===== src/common/smsp_pkg.sv =====
// Package for the SPI master/slave port: register map, field positions, reset values, types.
// Assumes a byte register port with word-spaced indices (byte address = 4 x index).
package smsp_pkg;

  localparam int unsigned ADDR_W = 17;

  // Register indices, byte address is four times the index
  localparam logic [14:0] IDX_MODE = 15'h4030;
  localparam logic [14:0] IDX_FLAG = 15'h4031;
  localparam logic [14:0] IDX_RATE = 15'h4032;
  localparam logic [14:0] IDX_DATA = 15'h4033;

  // Mode and status fields
  localparam int unsigned MS_BUSY  = 7;
  localparam int unsigned MS_ROLE  = 6;
  localparam int unsigned MS_CLOCK_PHASE  = 5;
  localparam int unsigned MS_CLOCK_IDLE_POLARITY  = 4;
  localparam int unsigned MS_SLV   = 3;
  localparam int unsigned MS_RAW   = 2;
  localparam int unsigned MS_SHIFT_REGISTER_EMPTY  = 1;
  localparam int unsigned MS_RECEIVE_BUFFER_EMPTY = 0;

  // Flags and control fields
  localparam int unsigned FC_TCF   = 7;
  localparam int unsigned FC_WRITE_COLLISION_FLAG  = 6;
  localparam int unsigned FC_MODE_FAULT_FLAG  = 5;
  localparam int unsigned FC_OVR   = 4;
  localparam int unsigned FC_WM_HI = 3;
  localparam int unsigned FC_WM_LO = 2;
  localparam int unsigned FC_TRANSMIT_BUFFER_EMPTY = 1;
  localparam int unsigned FC_EN    = 0;

  // Reset values
  localparam logic [7:0] MODE_RST = 8'h07;
  localparam logic [7:0] FLAG_RST = 8'h02;
  localparam logic [7:0] RATE_RST = 8'h00;
  localparam logic [7:0] DATA_RST = 8'h00;

  // Wire modes
  localparam logic [1:0] WM_3WIRE = 2'h0;
  localparam logic [1:0] WM_MULTI = 2'h1;

  // Frame and filter
  localparam logic [2:0] LAST_BIT   = 3'h7;
  localparam logic [3:0] LAST_EDGE  = 4'hF;
  localparam int unsigned FILT_LEN  = 3;

  typedef struct packed {
    logic       role;
    logic       clock_phase;
    logic       clock_idle_polarity;
    logic [1:0] wire_mode;
    logic       en;
  } smsp_cfg_s;

  localparam smsp_cfg_s CFG_RST = '{role: MODE_RST[MS_ROLE], clock_phase: MODE_RST[MS_CLOCK_PHASE],
    clock_idle_polarity: MODE_RST[MS_CLOCK_IDLE_POLARITY], wire_mode: FLAG_RST[FC_WM_HI:FC_WM_LO], en: FLAG_RST[FC_EN]};

  typedef enum logic {ST_IDLE, ST_SHIFT} smsp_state_e;

endpackage


===== src/rtl/smsp_top.sv =====
// SPI master/slave port: registers, shift engine, clock divider, pin control.
// Assumes a register master on clk_sys_in and pins resolved from the enables outside.
//
// Overview of operation
// - Busy bit is 1 while a byte shifts, 0 otherwise.
// - Role bit 0 selects slave, 1 selects master driving the clock.
// - Phase and polarity pick idle level and capture and launch edges.
// - Selected bit follows the filtered select input, set while it is low.
// - Raw select pin level is readable as a status bit.
// - Slave shift-empty bit is set only while shifter and both buffers are empty; reads 1 in master.
// - Slave receive-empty bit clears on new byte, sets on read; 1 in master.
// - Completion flag sets after each byte; writing 0 clears it.
// - Data write while transmit buffer full sets collision flag; software clears.
// - Low raw select as master in multi-master mode sets mode fault.
// - Slave byte completing into unread buffer sets overrun flag.
// - Wire mode selects 3-wire, 4-wire input select, or select output.
// - In single-master mode the wire mode low bit drives the select pin.
// - Transmit-empty clears on buffer write, sets when byte enters shifter.
// - Enable bit 0 disables the port; it resets to 0.
// - Master clock rate is system clock over 2 over divider plus one.
// - Data read returns receive buffer; write loads transmit and starts master.
// - Mode fault clears role and enable bits.
// - A colliding data write leaves the transmit buffer unchanged.
// - Bytes shift most significant bit first.
// - In 4-wire slave mode the clock is ignored while not selected.
`timescale 1ns/10ps

module smsp_top #(
  parameter int unsigned FILT_LEN = smsp_pkg::FILT_LEN
) (
  input  wire logic                        clk_sys_in,
  input  wire logic                        rst_b_in,
  input  wire logic [smsp_pkg::ADDR_W-1:0] reg_addr_in,
  input  wire logic [7:0]                  reg_wdata_in,
  input  wire logic                        reg_wr_in,
  input  wire logic                        reg_rd_in,
  output logic      [7:0]                  reg_rdata_out,
  input  wire logic                        sclk_in,
  output logic                             sclk_out,
  output logic                             sclk_oe_b_out,
  input  wire logic                        mosi_in,
  output logic                             mosi_out,
  output logic                             mosi_oe_b_out,
  input  wire logic                        miso_in,
  output logic                             miso_out,
  output logic                             miso_oe_b_out,
  input  wire logic                        slave_select_n_in,
  output logic                             slave_select_n_out,
  output logic                             slave_select_n_oe_b_out
);

  if (FILT_LEN < 2 || FILT_LEN > 8) begin : g_chk
    $error("FILT_LEN must be 2 to 8");
  end

  function automatic logic hit(input logic [smsp_pkg::ADDR_W-1:0] a, input logic [14:0] idx);
    hit = (a[1:0] == 2'h0) && (a[smsp_pkg::ADDR_W-1:2] == idx);
  endfunction

  smsp_pkg::smsp_cfg_s   cfg_r;
  smsp_pkg::smsp_state_e state_r;
  logic [7:0]            rate_r;
  logic [7:0]            txbuf_r;
  logic [7:0]            rxbuf_r;
  logic [7:0]            shreg_r;
  logic [7:0]            div_cnt_r;
  logic [3:0]            edge_cnt_r;
  logic [2:0]            bit_cnt_r;
  logic                  transmit_buffer_empty_r;
  logic                  rx_empty_r;
  logic                  sr_empty_r;
  logic                  tcf_r;
  logic                  write_collision_flag_r;
  logic                  mode_fault_flag_r;
  logic                  ovr_r;
  logic                  sclk_r;
  logic                  dout_r;
  logic                  sclk_s1;
  logic                  sclk_s2;
  logic                  sclk_s3;
  logic                  mosi_s1;
  logic                  mosi_s2;
  logic                  miso_s1;
  logic                  miso_s2;
  logic                  nss_s1;
  logic                  nss_s2;
  logic [FILT_LEN-1:0]   nss_hist_r;
  logic                  nss_filt_r;

  logic       wr_mode;
  logic       wr_flag;
  logic       wr_rate;
  logic       wr_data;
  logic       rd_data;
  logic       busy;
  logic       selected;
  logic       slv_ok;
  logic       m_tog;
  logic       edge_ev;
  logic       lead;
  logic       cap_ev;
  logic       lau_ev;
  logic       sin;
  logic       done_ev;
  logic       load;
  logic       mfault;
  logic       shift_register_empty_v;
  logic       receive_buffer_empty_v;
  logic [7:0] rx_byte;
  logic [7:0] mode_v;
  logic [7:0] flag_v;

  assign wr_mode = reg_wr_in && hit(reg_addr_in, smsp_pkg::IDX_MODE);
  assign wr_flag = reg_wr_in && hit(reg_addr_in, smsp_pkg::IDX_FLAG);
  assign wr_rate = reg_wr_in && hit(reg_addr_in, smsp_pkg::IDX_RATE);
  assign wr_data = reg_wr_in && hit(reg_addr_in, smsp_pkg::IDX_DATA);
  assign rd_data = reg_rd_in && hit(reg_addr_in, smsp_pkg::IDX_DATA);

  assign busy     = (state_r == smsp_pkg::ST_SHIFT);
  // Slave takes part only when selected or in 3-wire mode
  assign selected = (cfg_r.wire_mode == smsp_pkg::WM_3WIRE) || !nss_filt_r;
  assign slv_ok   = cfg_r.en && !cfg_r.role && selected;
  assign m_tog    = cfg_r.en && cfg_r.role && busy && (div_cnt_r == rate_r);
  assign edge_ev  = cfg_r.role ? m_tog : (slv_ok && (sclk_s2 != sclk_s3));
  // Leading edge leaves the idle level
  assign lead     = cfg_r.role ? (sclk_r == cfg_r.clock_idle_polarity) : (sclk_s3 == cfg_r.clock_idle_polarity);
  assign cap_ev   = edge_ev && (lead ^ cfg_r.clock_phase);
  assign lau_ev   = edge_ev && !(lead ^ cfg_r.clock_phase);
  assign sin      = cfg_r.role ? miso_s2 : mosi_s2;
  assign done_ev  = cfg_r.role ? (m_tog && edge_cnt_r == smsp_pkg::LAST_EDGE)
                               : (cap_ev && bit_cnt_r == smsp_pkg::LAST_BIT);
  assign rx_byte  = cap_ev ? {shreg_r[6:0], sin} : shreg_r;
  assign load     = cfg_r.en && !busy && !transmit_buffer_empty_r && (cfg_r.role || sr_empty_r);
  assign mfault   = cfg_r.en && cfg_r.role && cfg_r.wire_mode == smsp_pkg::WM_MULTI && !nss_s2;

  assign shift_register_empty_v  = cfg_r.role || (sr_empty_r && transmit_buffer_empty_r && rx_empty_r);
  assign receive_buffer_empty_v = cfg_r.role || rx_empty_r;
  assign mode_v  = {busy, cfg_r.role, cfg_r.clock_phase, cfg_r.clock_idle_polarity, !nss_filt_r, nss_s2, shift_register_empty_v, receive_buffer_empty_v};
  assign flag_v  = {tcf_r, write_collision_flag_r, mode_fault_flag_r, ovr_r, cfg_r.wire_mode, transmit_buffer_empty_r, cfg_r.en};

  // Pin synchronisers
  always_ff @(posedge clk_sys_in or negedge rst_b_in) begin
    if (!rst_b_in) begin
      sclk_s1 <= 1'b0;
      sclk_s2 <= 1'b0;
      sclk_s3 <= 1'b0;
      mosi_s1 <= 1'b0;
      mosi_s2 <= 1'b0;
      miso_s1 <= 1'b0;
      miso_s2 <= 1'b0;
      nss_s1  <= 1'b1;
      nss_s2  <= 1'b1;
    end else begin
      sclk_s1 <= sclk_in;
      sclk_s2 <= sclk_s1;
      sclk_s3 <= sclk_s2;
      mosi_s1 <= mosi_in;
      mosi_s2 <= mosi_s1;
      miso_s1 <= miso_in;
      miso_s2 <= miso_s1;
      nss_s1  <= slave_select_n_in;
      nss_s2  <= nss_s1;
    end
  end

  // Select glitch filter
  always_ff @(posedge clk_sys_in or negedge rst_b_in) begin
    if (!rst_b_in) begin
      nss_hist_r <= '1;
      nss_filt_r <= 1'b1;
    end else begin
      nss_hist_r <= {nss_hist_r[FILT_LEN-2:0], nss_s2};
      if (&nss_hist_r) begin
        nss_filt_r <= 1'b1;
      end else if (~|nss_hist_r) begin
        nss_filt_r <= 1'b0;
      end
    end
  end

  // Configuration
  always_ff @(posedge clk_sys_in or negedge rst_b_in) begin
    if (!rst_b_in) begin
      cfg_r  <= smsp_pkg::CFG_RST;
      rate_r <= smsp_pkg::RATE_RST;
    end else begin
      if (wr_mode) begin
        cfg_r.role <= reg_wdata_in[smsp_pkg::MS_ROLE];
        cfg_r.clock_phase <= reg_wdata_in[smsp_pkg::MS_CLOCK_PHASE];
        cfg_r.clock_idle_polarity <= reg_wdata_in[smsp_pkg::MS_CLOCK_IDLE_POLARITY];
      end
      if (wr_flag) begin
        cfg_r.wire_mode <= reg_wdata_in[smsp_pkg::FC_WM_HI:smsp_pkg::FC_WM_LO];
        cfg_r.en        <= reg_wdata_in[smsp_pkg::FC_EN];
      end
      if (mfault) begin
        cfg_r.role <= 1'b0;
        cfg_r.en   <= 1'b0;
      end
      if (wr_rate) begin
        rate_r <= reg_wdata_in;
      end
    end
  end

  // Sticky flags, set wins over clear
  always_ff @(posedge clk_sys_in or negedge rst_b_in) begin
    if (!rst_b_in) begin
      tcf_r  <= smsp_pkg::FLAG_RST[smsp_pkg::FC_TCF];
      write_collision_flag_r <= smsp_pkg::FLAG_RST[smsp_pkg::FC_WRITE_COLLISION_FLAG];
      mode_fault_flag_r <= smsp_pkg::FLAG_RST[smsp_pkg::FC_MODE_FAULT_FLAG];
      ovr_r  <= smsp_pkg::FLAG_RST[smsp_pkg::FC_OVR];
    end else begin
      if (done_ev) begin
        tcf_r <= 1'b1;
      end else if (wr_flag && !reg_wdata_in[smsp_pkg::FC_TCF]) begin
        tcf_r <= 1'b0;
      end
      if (wr_data && !transmit_buffer_empty_r) begin
        write_collision_flag_r <= 1'b1;
      end else if (wr_flag && !reg_wdata_in[smsp_pkg::FC_WRITE_COLLISION_FLAG]) begin
        write_collision_flag_r <= 1'b0;
      end
      if (mfault) begin
        mode_fault_flag_r <= 1'b1;
      end else if (wr_flag && !reg_wdata_in[smsp_pkg::FC_MODE_FAULT_FLAG]) begin
        mode_fault_flag_r <= 1'b0;
      end
      if (done_ev && !cfg_r.role && !rx_empty_r) begin
        ovr_r <= 1'b1;
      end else if (wr_flag && !reg_wdata_in[smsp_pkg::FC_OVR]) begin
        ovr_r <= 1'b0;
      end
    end
  end

  // Transmit and receive buffers
  always_ff @(posedge clk_sys_in or negedge rst_b_in) begin
    if (!rst_b_in) begin
      txbuf_r    <= smsp_pkg::DATA_RST;
      rxbuf_r    <= smsp_pkg::DATA_RST;
      transmit_buffer_empty_r    <= smsp_pkg::FLAG_RST[smsp_pkg::FC_TRANSMIT_BUFFER_EMPTY];
      rx_empty_r <= smsp_pkg::MODE_RST[smsp_pkg::MS_RECEIVE_BUFFER_EMPTY];
    end else begin
      if (wr_data && transmit_buffer_empty_r) begin
        txbuf_r <= reg_wdata_in;
        transmit_buffer_empty_r <= 1'b0;
      end else if (load) begin
        transmit_buffer_empty_r <= 1'b1;
      end
      if (done_ev && (cfg_r.role || rx_empty_r)) begin
        rxbuf_r <= rx_byte;
      end
      if (done_ev && !cfg_r.role && rx_empty_r) begin
        rx_empty_r <= 1'b0;
      end else if (rd_data) begin
        rx_empty_r <= 1'b1;
      end
    end
  end

  // Shift engine state
  always_ff @(posedge clk_sys_in or negedge rst_b_in) begin
    if (!rst_b_in) begin
      state_r    <= smsp_pkg::ST_IDLE;
      sr_empty_r <= smsp_pkg::MODE_RST[smsp_pkg::MS_SHIFT_REGISTER_EMPTY];
      bit_cnt_r  <= '0;
      edge_cnt_r <= '0;
    end else begin
      if (!cfg_r.en || done_ev || (!cfg_r.role && !selected)) begin
        state_r <= smsp_pkg::ST_IDLE;
      end else if (load && cfg_r.role) begin
        state_r <= smsp_pkg::ST_SHIFT;
      end else if (edge_ev && lead && !cfg_r.role) begin
        state_r <= smsp_pkg::ST_SHIFT;
      end
      if (!cfg_r.en || done_ev) begin
        sr_empty_r <= 1'b1;
      end else if (load || edge_ev) begin
        sr_empty_r <= 1'b0;
      end
      if (!cfg_r.en || load || done_ev || (!cfg_r.role && !selected)) begin
        bit_cnt_r <= '0;
      end else if (cap_ev) begin
        bit_cnt_r <= bit_cnt_r + 3'h1;
      end
      if (load) begin
        edge_cnt_r <= '0;
      end else if (m_tog) begin
        edge_cnt_r <= edge_cnt_r + 4'h1;
      end
    end
  end

  // Shift register and data out, MSB first
  always_ff @(posedge clk_sys_in or negedge rst_b_in) begin
    if (!rst_b_in) begin
      shreg_r <= smsp_pkg::DATA_RST;
      dout_r  <= 1'b0;
    end else begin
      if (load) begin
        shreg_r <= txbuf_r;
        dout_r  <= txbuf_r[7];
      end else if (cap_ev) begin
        shreg_r <= {shreg_r[6:0], sin};
      end else if (lau_ev) begin
        dout_r <= shreg_r[7];
      end
    end
  end

  // Master clock divider
  always_ff @(posedge clk_sys_in or negedge rst_b_in) begin
    if (!rst_b_in) begin
      div_cnt_r <= '0;
      sclk_r    <= smsp_pkg::CFG_RST.clock_idle_polarity;
    end else begin
      if (!busy || !cfg_r.role) begin
        div_cnt_r <= '0;
        sclk_r    <= cfg_r.clock_idle_polarity;
      end else if (m_tog) begin
        div_cnt_r <= '0;
        sclk_r    <= !sclk_r;
      end else begin
        div_cnt_r <= div_cnt_r + 8'h01;
      end
    end
  end

  // Pin drivers and read port
  always_ff @(posedge clk_sys_in or negedge rst_b_in) begin
    if (!rst_b_in) begin
      sclk_out                <= smsp_pkg::CFG_RST.clock_idle_polarity;
      sclk_oe_b_out           <= 1'b1;
      mosi_out                <= 1'b0;
      mosi_oe_b_out           <= 1'b1;
      miso_out                <= 1'b0;
      miso_oe_b_out           <= 1'b1;
      slave_select_n_out      <= 1'b1;
      slave_select_n_oe_b_out <= 1'b1;
      reg_rdata_out           <= 8'h00;
    end else begin
      sclk_out                <= sclk_r;
      sclk_oe_b_out           <= !(cfg_r.en && cfg_r.role);
      mosi_out                <= dout_r;
      mosi_oe_b_out           <= !(cfg_r.en && cfg_r.role);
      miso_out                <= dout_r;
      miso_oe_b_out           <= !slv_ok;
      slave_select_n_out      <= cfg_r.wire_mode[0];
      slave_select_n_oe_b_out <= !cfg_r.wire_mode[1];
      if (reg_rd_in && hit(reg_addr_in, smsp_pkg::IDX_MODE)) begin
        reg_rdata_out <= mode_v;
      end else if (reg_rd_in && hit(reg_addr_in, smsp_pkg::IDX_FLAG)) begin
        reg_rdata_out <= flag_v;
      end else if (reg_rd_in && hit(reg_addr_in, smsp_pkg::IDX_RATE)) begin
        reg_rdata_out <= rate_r;
      end else if (rd_data) begin
        reg_rdata_out <= rxbuf_r;
      end else begin
        reg_rdata_out <= 8'h00;
      end
    end
  end
endmodule // smsp_top


===== config.mk =====
export PLATFORM = sky130hd
export DESIGN_NAME = smsp_top
export DESIGN_NICKNAME = d
export VERILOG_FILES = /design/src/common/smsp_pkg.sv /design/src/rtl/smsp_top.sv
export SDC_FILE = /design/constraint.sdc
export NUM_CORES = 1
export LEC_CHECK = 0
export ABC_AREA = 1
export BUFFER_PORTS_ARGS = -buffer_cell sky130_fd_sc_hd__buf_4
export CORE_ASPECT_RATIO = 1.25
export CORE_MARGIN = 2
export CORE_UTILIZATION = 50
export DETAILED_ROUTE_END_ITERATION = 10
export PLACE_DENSITY = 0.74
export SLEW_MARGIN = 20
export SYNTH_ARGS = -nofsm -noshare
export SYNTH_HDL_FRONTEND = slang
export SYNTH_SLANG_ARGS = --single-unit

===== constraint.sdc =====
create_clock -name clk_sys_in -period 1.68 [get_ports clk_sys_in]
set_clock_uncertainty 0.2 [all_clocks]
set_input_delay 0.336 -clock clk_sys_in [delete_from_list [all_inputs] [get_ports clk_sys_in]]
set_output_delay 0.336 -clock clk_sys_in [all_outputs]
set_load 0.05 [all_outputs]

==> flow_summary.rst, run 1 <==
.. list-table::
   :header-rows: 1

   * - Metric
     - Value
   * - Detailed router's first-iteration violation count
     - 290
   * - Post-placement cell area
     - 5194 sq um
   * - Share of the synthesized area in the top cell type
     - 45.81%
   * - H-tree depth
     - 3
   * - Mapped Cells
     - 489
   * - Gr ovfl total
     - 0
   * - Actual slew at the worst max-slew pin
     - 0.4101 ns
   * - Number of top-level design ports
     - 49
   * - Category of the critical setup timing path
     - flop to flop
   * - Number of hold-slack violations in the final timing report
     - 0
   * - Most numerous cell types in the synthesized netlist
     - sky130_fd_sc_hd__nand2_1, sky130_fd_sc_hd__dfrtp_1, sky130_fd_sc_hd__nand3_1
   * - Pins over their slew limit
     - 0
   * - Post-synth top flop
     - sky130_fd_sc_hd__dfrtp_1
   * - Starting density of the core
     - 51.34%
   * - Sinks on Clock Net
     - 90
   * - Number of nets in the layout
     - 657
   * - Area growth syn-to-layout
     - 36.05%
   * - Worst-case clock buffer depth
     - 2
   * - Area of the mapped netlist
     - 4207 sq um
   * - Max-capacitance violation count
     - 0
   * - GRT Util Overall
     - 25.68%
   * - Site Rows
     - 37
   * - Mean area per synthesized cell
     - 8.602 sq um
   * - Final critical path time including I/O delays and setup
     - 1.959 ns
   * - Number of antenna violations at the first check in global routing
     - 0
   * - Leakage power summed over all cells
     - 2.901 nW
   * - Crit path arrival time
     - 2.03 ns
   * - Sequential share of the synthesized area
     - 53.93%
   * - Core outline area
     - 8194 sq um
   * - Unique masters post-synth
     - 39
   * - Number of placed cells counting well taps
     - 689
   * - Crit path max fanout
     - 8
   * - Slowest stage delay, CP
     - 0.44 ns
   * - Area of all placed cells without fillers
     - 5723 sq um
   * - Share of cells above drive strength 1
     - 33.28%
   * - Average vias per placed instance
     - 5.301
   * - Final Instance Count excl. Fillers
     - 722
   * - Syn Nets
     - 526
   * - Max transition margin
     - 72.66%
   * - Post-Route WL
     - 11090 microns
   * - Post-synth ARST share
     - 100.0%
   * - Antenna diode instance count
     - 0
   * - Clock-pin slew on the worst setup and hold paths
     - 0.09 ns
   * - Register bit total from synthesis
     - 90
   * - Kind of capture point of the worst setup path
     - flop
   * - Via count of the first global-routing pass
     - 3876
   * - Count of port buffers added during placement
     - 48
   * - Setup repair after global routing missed its margin
     - yes
   * - DRC violation count after routing
     - 0
   * - HPWL Detailed
     - 7883 microns
   * - Clock root buffer
     - sky130_fd_sc_hd__clkbuf_8
   * - Post-synthesis cell type with the largest combined area
     - sky130_fd_sc_hd__dfrtp_1
   * - Routed Antenna Nets
     - 0
   * - Detailed-route via count
     - 3827
   * - Leading cell types by total area after synthesis
     - sky130_fd_sc_hd__dfrtp_1, sky130_fd_sc_hd__nand2_1, sky130_fd_sc_hd__dfstp_2
   * - Num CTS Buffers
     - 9
   * - Final number of setup-violating endpoints
     - 37
   * - Max IR drop VDD
     - 0.0006221 V
   * - Crit path required time
     - 1.75 ns
   * - Pwr Density
     - 663.4 nW/um^2
   * - Count of yosys warnings during synthesis
     - 0
   * - Worst skew pair latency
     - 0.37 ns
   * - Global-route wire length before repair
     - 18000 microns
   * - Clock tree from TritonCTS
     - done
   * - Maximum frequency from static timing analysis
     - 510.4 MHz
   * - Maximum number of pins on one net before global-route repair
     - 30
   * - Number of search-and-repair iterations in the first detailed-routing pass
     - 8
   * - Most frequently used cell type in the post-synthesis netlist
     - sky130_fd_sc_hd__nand2_1
   * - EDFF count, synth
     - 0
   * - Final period util
     - 116.6%
   * - RePlAce Congestion
     - 0.9251
   * - Min-delay worst type
     - input pin to flop
   * - Final core utilization
     - 69.84%
   * - Routed wire length per instance
     - 15.36 microns
   * - Floorplan die width
     - 86.04 microns
   * - Most Frequent Cell on Critical Path
     - sky130_fd_sc_hd__nand2_8
   * - Worst Slack Setup Final
     - -0.2792 ns
   * - Die Height
     - 106.6 microns
   * - Series of cell instances along the critical path
     - xnor2_2, buf_4, nand3_4, nor2_4, nand2_4, nand2_8, nand3_4, nand2_8, nand2_8, nand2_2, nand2_1
   * - Area of the die
     - 9168 sq um
   * - Type of element launching the critical path
     - flop
   * - Run status
     - complete, but fails checks
   * - Violated checks
     - setup timing
   * - Slowest cell on the critical path
     - sky130_fd_sc_hd__dfrtp_1
   * - Count of fill cells added during filler insertion
     - 623
## critical path, delay by kind of cell, from the launching register on
kind / cells / cell delay (ns)
AND/OR/NAND/NOR: 9 / 0.85
flip-flops: 1 / 0.44
XOR/XNOR: 1 / 0.21
buffers and inverters: 1 / 0.15
## logic make-up (layout without fill, tap and decap cells)
family	count (synthesis)	after routing	synth area share, %
adder cells (fa/ha/maj)	4	4	1.190
multiplexers	4	4	1.071
flip-flops	90	90	53.93
AND/OR/NAND/NOR	270	271	28.82
AO/OA/AOI/OAI	49	49	6.187
buffers and inverters	62	197	6.365
XOR/XNOR	10	10	2.439
## metrics by stage
stage	total power, mW	setup slack (ns)	hold WS [ns]	setup TNS, ns
floorplan	2.274	-0.02806	-0.1596	-0.3964
global placement	2.411	-0.2493	0.08651	-7.444
detailed placement	2.417	-0.2593	0.09941	-9.555
CTS	3.800	-0.2350	0.0003376	-5.502
global route	3.930	-0.3574	0.009013	-9.445
finish	3.796	-0.2792	0.002178	-6.711
## final cells by class
class	count	area, sq um	area share, %
clock buffers	10	137.6	2.405
clock inverters	6	43.79	0.7652
inverters	49	186.4	3.258
multi-input cells	338	1876	32.77
flip-flops and latches	90	2268	39.64
well taps	97	121.4	2.121
repair buffers	132	1090	19.04
## power breakdown
group	internal, mW	switching (mW)	total [mW]
Sequential	2.19	0.00976	2.20
Clock	0.593	0.809	1.40
Combinational	0.0907	0.102	0.193
Total	2.88	0.921	3.80
## state kept, by name (all words and copies together) (netlist names), 3 cells and up
name and flops:
div_cnt_r 8, txbuf_r 8, bit_cnt_r 3, cfg_r 6
reg_rdata_out 8, nss_hist_r 3, shreg_r 8, rxbuf_r 8
rate_r 8, edge_cnt_r 4
## cells in the final DEF, fill, tap and decap left out, types with 2 or more instances in the layout
cell                            Yosys  final
sky130_fd_sc_hd__nand4_1            7      7
sky130_fd_sc_hd__a31oi_1            2      2
sky130_fd_sc_hd__nand2_2            2      9
sky130_fd_sc_hd__nor3_1             6      3
sky130_fd_sc_hd__nand3b_1           2      2
sky130_fd_sc_hd__nor3_2             0      2
sky130_fd_sc_hd__dfstp_2           13     13
sky130_fd_sc_hd__nand3_1           49     45
sky130_fd_sc_hd__nor2_2             7      8
sky130_fd_sc_hd__inv_1             47     45
sky130_fd_sc_hd__nand3_2            1      4
sky130_fd_sc_hd__nand2_4            3      5
sky130_fd_sc_hd__nand2_1          145    135
sky130_fd_sc_hd__inv_2              1      2
sky130_fd_sc_hd__inv_6              0      3
sky130_fd_sc_hd__ha_1               4      4
sky130_fd_sc_hd__nor2_1            40     35
sky130_fd_sc_hd__clkbuf_8           0     10
sky130_fd_sc_hd__dlygate4sd3_1      0      7
sky130_fd_sc_hd__inv_4              0      3
sky130_fd_sc_hd__a21oi_1            9      8
sky130_fd_sc_hd__mux2_2             2      2
sky130_fd_sc_hd__xor2_1             7      6
sky130_fd_sc_hd__o21ai_2            0      2
sky130_fd_sc_hd__buf_12             0      5
sky130_fd_sc_hd__o21ai_1            8      9
sky130_fd_sc_hd__dfrtp_1           77     77
sky130_fd_sc_hd__nand3_4            1      2
sky130_fd_sc_hd__o21ai_0           27     24
sky130_fd_sc_hd__nand2_8            1      3
sky130_fd_sc_hd__buf_6              2      5
sky130_fd_sc_hd__mux2_1             2      2
sky130_fd_sc_hd__buf_4              3    115
sky130_fd_sc_hd__nor2_4             1      5
## per-layer routing
metal	GRT usage [%]	vias to the layer above	share of wire, %
met5	0	-	0
met4	15.87	0	5.2
met3	3.183	47	4.5
met2	43.24	116	51
met1	30.91	1835	39
li1	-	1829	-
## final timing paths
check	start	to	slack, ns	cells after the start
max	div_cnt_r[6]	rxbuf_r[0]	-0.28	11
min	reg_wdata_in[1]	txbuf_r[1]	0.002	3
max reg2reg	div_cnt_r[6]	rxbuf_r[0]	-0.28	11
min reg2reg	mosi_s1	mosi_s2	0.16	0
max in group asynchronous	rst_b_in	rx_empty_r	0.47	3
min in group asynchronous	rst_b_in	rate_r[6]	0.23	2
## timing repair
action / CTS / global route
hold endpoints to repair: 21 / 0
hold buffers: 7 / 0
setup endpoints to repair: 39 / 40
buffers inserted: 7 / 4
pin swaps: 7 / 19
gates cloned: 1 / 0
resized for setup: 20 / 31
Power figures use the tool's default switching activity.
==> inputs of run 2 (changes only) <==
--- a/config.mk
+++ b/config.mk
@@ -8,4 +8,5 @@
 export ABC_AREA = 1
 export BUFFER_PORTS_ARGS = -buffer_cell sky130_fd_sc_hd__buf_4
+export CAP_MARGIN = 20
 export CORE_ASPECT_RATIO = 1.25
 export CORE_MARGIN = 2
==> constraint.sdc (replaced) <==
create_clock -name clk_sys_in -period 1.68 [get_ports clk_sys_in]
set_clock_uncertainty 0.2 [all_clocks]
set_input_delay 0.252 -clock clk_sys_in [delete_from_list [all_inputs] [get_ports clk_sys_in]]
set_output_delay 0.252 -clock clk_sys_in [all_outputs]
set_load 0.05 [all_outputs]
==> run 2 against run 1 <==
The run still ends with setup timing left; critical path depth is 1 higher; hold slack improved by 0.061 ns; clock power down 5%; design area up 3.6%; core utilization rose by 2.5 points; largest cell class unchanged; largest power group unchanged; highest routed layer unchanged.
==> flow_summary.rst, run 2 (synthesis gave the netlist of run 1 again) <==
.. list-table::
   :header-rows: 1

   * - Metric
     - Value
   * - Via count of the first global-routing pass
     - 3747
   * - Net switching component of the power
     - 0.9008 mW
   * - Share of power burned in registers
     - 58.7%
   * - Setup repair after global routing missed its margin
     - yes
   * - Worst setup slack for register-to-register paths
     - -0.29 ns
   * - Pwr Density
     - 632.0 nW/um^2
   * - Actual slew at the worst max-slew pin
     - 0.3117 ns
   * - Pins over their slew limit
     - 0
   * - Die Height
     - 106.6 microns
   * - Kind of capture point of the worst setup path
     - flop
   * - Max IR drop VDD
     - 0.0004766 V
   * - Max-capacitance violation count
     - 0
   * - Startpoint of the worst setup timing path
     - div_cnt_r[0]
   * - Slowest stage delay, CP
     - 0.41 ns
   * - Site Rows
     - 37
   * - Gr ovfl total
     - 0
   * - Number of top-level design ports
     - 49
   * - Final critical path time including I/O delays and setup
     - 1.971 ns
   * - Series of cell instances along the critical path
     - inv_2, nand2_1, nand2_1, nor2_2, nand3_2, nor2_4, nand4_1, buf_4, nand2_8, nand2_8, nand2_2, nand2_1
   * - Clock root buffer
     - sky130_fd_sc_hd__clkbuf_8
   * - Share of cells above drive strength 1
     - 37.20%
   * - R2R Path End
     - rxbuf_r[6]
   * - DRC violation count after routing
     - 0
   * - Core outline area
     - 8194 sq um
   * - Most Frequent Cell on Critical Path
     - sky130_fd_sc_hd__nand2_1
   * - Count of port buffers added during placement
     - 48
   * - Crit path max fanout
     - 8
   * - HPWL Detailed
     - 7606 microns
   * - Highest-count cells in the layout ignoring fill and taps
     - sky130_fd_sc_hd__nand2_1, sky130_fd_sc_hd__buf_4, sky130_fd_sc_hd__dfrtp_1
   * - Worst R2R Path Depth
     - 12
   * - Min-delay worst type
     - input pin to async pin
   * - Area of the die
     - 9168 sq um
   * - Category of the critical setup timing path
     - flop to flop
   * - Clock tree from TritonCTS
     - done
   * - Number of nets in the layout
     - 661
   * - Max transition margin
     - 79.16%
   * - Routed wire length per instance
     - 15.19 microns
   * - Starting density of the core
     - 51.34%
   * - Sinks on Clock Net
     - 90
   * - Crit path required time
     - 1.75 ns
   * - Clk network pwr share
     - 35.5%
   * - Worst skew pair latency
     - 0.37 ns
   * - Num CTS Buffers
     - 9
   * - Clock-pin slew on the worst setup and hold paths
     - 0.08 ns
   * - Maximum frequency from static timing analysis
     - 507.4 MHz
   * - Post-Route WL
     - 11030 microns
   * - Antenna diode instance count
     - 0
   * - P_int
     - 2.848 mW
   * - RePlAce Congestion
     - 0.9039
   * - Number of hold-slack violations in the final timing report
     - 0
   * - Detailed router's first-iteration violation count
     - 209
   * - Crit path arrival time
     - 2.04 ns
   * - Worst-case clock buffer depth
     - 2
   * - Beginning of the worst register-to-register path
     - div_cnt_r[0]
   * - Detailed-route via count
     - 3745
   * - Share of power burned in combinational logic
     - 5.7%
   * - H-tree depth
     - 3
   * - Type of element launching the critical path
     - flop
   * - GRT Util Overall
     - 25.14%
   * - Total design power
     - 3.748 mW
   * - Most common library cell in the layout ignoring fill and taps
     - sky130_fd_sc_hd__nand2_1
   * - Final number of setup-violating endpoints
     - 30
   * - Slowest cell on the critical path
     - sky130_fd_sc_hd__dfrtp_1
   * - Floorplan die width
     - 86.04 microns
   * - Setup slack after placement
     - -0.4317 ns
   * - Worst Slack Setup Final
     - -0.2908 ns
   * - Number of antenna violations at the first check in global routing
     - 0
   * - Average vias per placed instance
     - 5.158
   * - Final period util
     - 117.3%
   * - Leakage power summed over all cells
     - 2.954 nW
   * - Number of search-and-repair iterations in the first detailed-routing pass
     - 5
   * - Area growth syn-to-layout
     - 40.99%
   * - Violated checks
     - setup timing
   * - Maximum number of pins on one net before global-route repair
     - 48
   * - Worst hold slack across all endpoints
     - 0.06311 ns
   * - Run status
     - complete, but fails checks
   * - Routed Antenna Nets
     - 0
   * - Fraction of power spent switching nets
     - 24.03%
   * - Global-route wire length before repair
     - 17660 microns
run 2: cell types whose count changed in the layout (fill, tap and decap cells not counted), moves of 3 or more:
cell | before | now
sky130_fd_sc_hd__a21oi_2 | 0 | 3
sky130_fd_sc_hd__nand2_2 | 9 | 22
sky130_fd_sc_hd__clkinvlp_4 | 0 | 3
sky130_fd_sc_hd__dlygate4sd3_1 | 7 | 13
sky130_fd_sc_hd__nand3_2 | 4 | 9
sky130_fd_sc_hd__nand2_1 | 135 | 122
sky130_fd_sc_hd__nand3_1 | 45 | 38
sky130_fd_sc_hd__buf_12 | 5 | 8
sky130_fd_sc_hd__buf_4 | 115 | 108
run 2: critical path, delay by kind of cell (launching register included):
family                 cells  cell delay, ns
buffers and inverters      2            0.24
DFF                        1            0.41
and+or+nand+nor           10            1.01
run 2: power by group through the flow:
stage	combinational, mW	clock (mW)	sequential [mW]
after global placement	0.166	0	2.24
final	0.215	1.33	2.20
after CTS	0.213	1.36	2.20
after floorplan	0.0329	0	2.24
after global routing	0.236	1.45	2.20
after detailed placement	0.170	0	2.24
run 2: layout make-up:
cell class	count	area (sq um)
Clock inverter	5	40.04
Tap cell	97	121.4
Clock buffer	11	131.4
Multi-Input combinational cell	338	1976
Sequential cell	90	2268
Fill cell	595	2263
Timing Repair Buffer	136	1205
Inverter	49	188.9
run 2: worst max path at each step:
stage	slack, ns	depth (start not counted)	endpoint
2_1_floorplan	-0.03	13	rxbuf_r[0]
3_3_place_gp	-0.31	9	rxbuf_r[7]
3_5_place_dp	-0.43	11	rxbuf_r[2]
4_1_cts	-0.23	11	rxbuf_r[6]
5_1_grt	-0.37	12	ovr_r
6_report	-0.29	12	rxbuf_r[6]
run 2: through the flow:
stage	cell area (sq um)	setup TNS, ns	util (%)	std cells
finish	5931	-5.643	72.38	726
global route	5931	-8.441	72.38	726
global placement	5122	-7.208	62.51	675
CTS	5693	-5.156	69.48	719
floorplan	4223	-0.3312	-	489
detailed placement	5122	-10.36	62.51	675
run 2: timing repair:
action                     in CTS  in global routing
setup endpoints to repair      39                 40
hold buffers                   13                  0
pin swaps                      18                 22
resized for setup              36                 52
setup buffers                  13                  8
hold endpoints to repair      110                  0
cloned                          2                  0
run 2: routing by layer:
| metal | share of wire, % | up-vias | global-route usage (%) |
|---|---|---|---|
| met4 | 2.1 | 0 | 7.710 |
| met5 | 0 | - | 0 |
| met2 | 54 | 96 | 44.35 |
| met3 | 4.1 | 19 | 4.115 |
| met1 | 40 | 1793 | 31.26 |
| li1 | - | 1837 | - |
==> inputs of run 3 (changes only) <==
- BUFFER_PORTS_ARGS: -buffer_cell sky130_fd_sc_hd__buf_4 -> -buffer_cell sky130_fd_sc_hd__buf_2
- CTS_BUF_LIST: default -> sky130_fd_sc_hd__clkbuf_8
==> run 3 against run 2 <==
The run still ends with setup timing left; final cell count is 1.1% higher; sequential power hardly changed; wire length is 3.2% higher; largest cell class unchanged.
==> flow_summary.rst, run 3 (synthesis gave the netlist of run 1 again) <==
.. list-table::
   :header-rows: 1

   * - Metric
     - Value
   * - Setup repair after global routing missed its margin
     - yes
   * - Maximum frequency from static timing analysis
     - 511.4 MHz
   * - Number of top-level design ports
     - 49
   * - Crit path required time
     - 1.78 ns
   * - Worst Slack Setup Final
     - -0.2756 ns
   * - Routed wire length per instance
     - 15.50 microns
   * - Core outline area
     - 8194 sq um
   * - Number of antenna violations at the first check in global routing
     - 0
   * - Max transition margin
     - 77.59%
   * - Number of search-and-repair iterations in the first detailed-routing pass
     - 7
   * - Count of fill cells added during filler insertion
     - 571
   * - HPWL Detailed
     - 7478 microns
   * - Kind of capture point of the worst setup path
     - flop
   * - Number of hold-slack violations in the final timing report
     - 0
   * - Count of port buffers added during placement
     - 48
   * - Clock tree from TritonCTS
     - done
   * - Final number of setup-violating endpoints
     - 29
   * - Detailed-route via count
     - 3909
   * - Clock root buffer
     - sky130_fd_sc_hd__clkbuf_8
   * - Worst setup slack for register-to-register paths
     - -0.28 ns
   * - Leakage power summed over all cells
     - 2.979 nW
   * - Site Rows
     - 37
   * - Post-Route WL
     - 11380 microns
   * - DRC violation count after routing
     - 0
   * - Total design power
     - 3.905 mW
   * - Min-delay worst type
     - input pin to async pin
   * - Area of the die
     - 9168 sq um
   * - R2R Path End
     - rx_empty_r
   * - Gr ovfl total
     - 0
   * - Pins over their slew limit
     - 0
   * - Worst hold slack across all endpoints
     - 0.05815 ns
   * - Category of the critical setup timing path
     - flop to flop
   * - Final period util
     - 116.4%
   * - Worst-case clock buffer depth
     - 2
   * - Violated checks
     - setup timing
   * - Via count of the first global-routing pass
     - 3777
   * - Final core utilization
     - 71.71%
   * - Clock-pin slew on the worst setup and hold paths
     - 0.09 ns
   * - Final critical path time including I/O delays and setup
     - 1.956 ns
   * - Worst R2R Path Depth
     - 10
   * - Number of nets in the layout
     - 669
   * - Detailed router's first-iteration violation count
     - 321
   * - Pwr Density
     - 664.7 nW/um^2
   * - Die Height
     - 106.6 microns
   * - Beginning of the worst register-to-register path
     - cfg_r[5]
   * - Sinks on Clock Net
     - 90
   * - RePlAce Congestion
     - 0.9198
   * - Average vias per placed instance
     - 5.326
   * - Final Instance Count excl. Fillers
     - 734
   * - Worst skew pair latency
     - 0.37 ns
   * - Num CTS Buffers
     - 9
   * - Run status
     - complete, but fails checks
   * - Max IR drop VDD
     - 0.0004624 V
   * - Starting density of the core
     - 51.34%
   * - Area growth syn-to-layout
     - 39.68%
   * - Antenna diode instance count
     - 0
   * - H-tree depth
     - 3
   * - GRT Util Overall
     - 25.86%
   * - Actual slew at the worst max-slew pin
     - 0.3354 ns
   * - Max-capacitance violation count
     - 0
   * - Crit path arrival time
     - 2.06 ns
   * - Maximum number of pins on one net before global-route repair
     - 41
   * - Most common library cell in the layout ignoring fill and taps
     - sky130_fd_sc_hd__nand2_1
   * - Highest-count cells in the layout ignoring fill and taps
     - sky130_fd_sc_hd__nand2_1, sky130_fd_sc_hd__dfrtp_1, sky130_fd_sc_hd__buf_4
   * - Floorplan die width
     - 86.04 microns
   * - Total negative setup slack
     - -5.342 ns
   * - Crit path max fanout
     - 5
   * - Routed Antenna Nets
     - 0
   * - Number of placed cells counting well taps
     - 683
   * - Share of cells above drive strength 1
     - 37.05%
   * - Type of element launching the critical path
     - flop
   * - Global-route wire length before repair
     - 17980 microns
-- run 3: final cells by class --
| cell class | count | area [sq um] | area share, % |
|---|---|---|---|
| Sequential cell | 90 | 2270 | 38.63 |
| Multi-Input combinational cell | 338 | 1929 | 32.84 |
| Timing Repair Buffer | 144 | 1140 | 19.40 |
| Inverter | 49 | 211.5 | 3.599 |
| Clock buffer | 10 | 137.6 | 2.342 |
| Tap cell | 97 | 121.4 | 2.066 |
| Clock inverter | 6 | 66.31 | 1.129 |
-- run 3: per-layer routing --
layer | share of wire [%] | wire (microns) | GRT usage [%] | up-vias
met5 | 0 | 0 | 0 | -
met4 | 4.8 | 543 | 13.38 | 0
met3 | 5.1 | 577 | 4.037 | 45
met2 | 52 | 5879 | 43.41 | 153
met1 | 38 | 4377 | 31.93 | 1855
li1 | - | - | - | 1856
-- run 3: worst max-delay path by stage --
stage	from	endpoint	slack, ns	depth (start not counted)
6_report	cfg_r[5]	rx_empty_r	-0.28	10
5_1_grt	cfg_r[5]	bit_cnt_r[2]	-0.35	9
4_1_cts	cfg_r[5]	rxbuf_r[6]	-0.24	9
3_5_place_dp	cfg_r[5]	rxbuf_r[6]	-0.44	9
3_3_place_gp	cfg_r[5]	rxbuf_r[7]	-0.36	9
2_1_floorplan	div_cnt_r[0]	rxbuf_r[0]	-0.03	13
-- run 3: repair_timing --
item,CTS,global route
resized for setup,45,43
endpoints found under the setup margin,39,45
hold buffers,13,0
setup buffers,12,8
pin swaps,37,20
cloned,2,0
hold endpoints to repair,94,0
-- run 3: worst max-delay path: stages (launching register included) --
cell                       delay, ns
sky130_fd_sc_hd__dfrtp_2        0.41
sky130_fd_sc_hd__buf_12         0.14
sky130_fd_sc_hd__clkinv_8       0.05
sky130_fd_sc_hd__nand2_4        0.05
sky130_fd_sc_hd__nand2_4        0.05
sky130_fd_sc_hd__xnor3_2        0.38
sky130_fd_sc_hd__nand3_4        0.18
sky130_fd_sc_hd__buf_4          0.18
sky130_fd_sc_hd__buf_6          0.11
sky130_fd_sc_hd__nand2_1        0.07
sky130_fd_sc_hd__nand2_1        0.06
-- run 3: stage by stage --
step | setup slack (ns) | area, sq um
floorplan | -0.02806 | 4223
global placement | -0.3632 | 5052
detailed placement | -0.4371 | 5052
CTS | -0.2410 | 5660
global route | -0.3531 | 5876
finish | -0.2756 | 5876
-- run 3: power breakdown --
group / internal (mW) / switching, mW
logic: 0.0866 / 0.107
clock network: 0.727 / 0.784
registers: 2.19 / 0.00971
total: 3.00 / 0.900
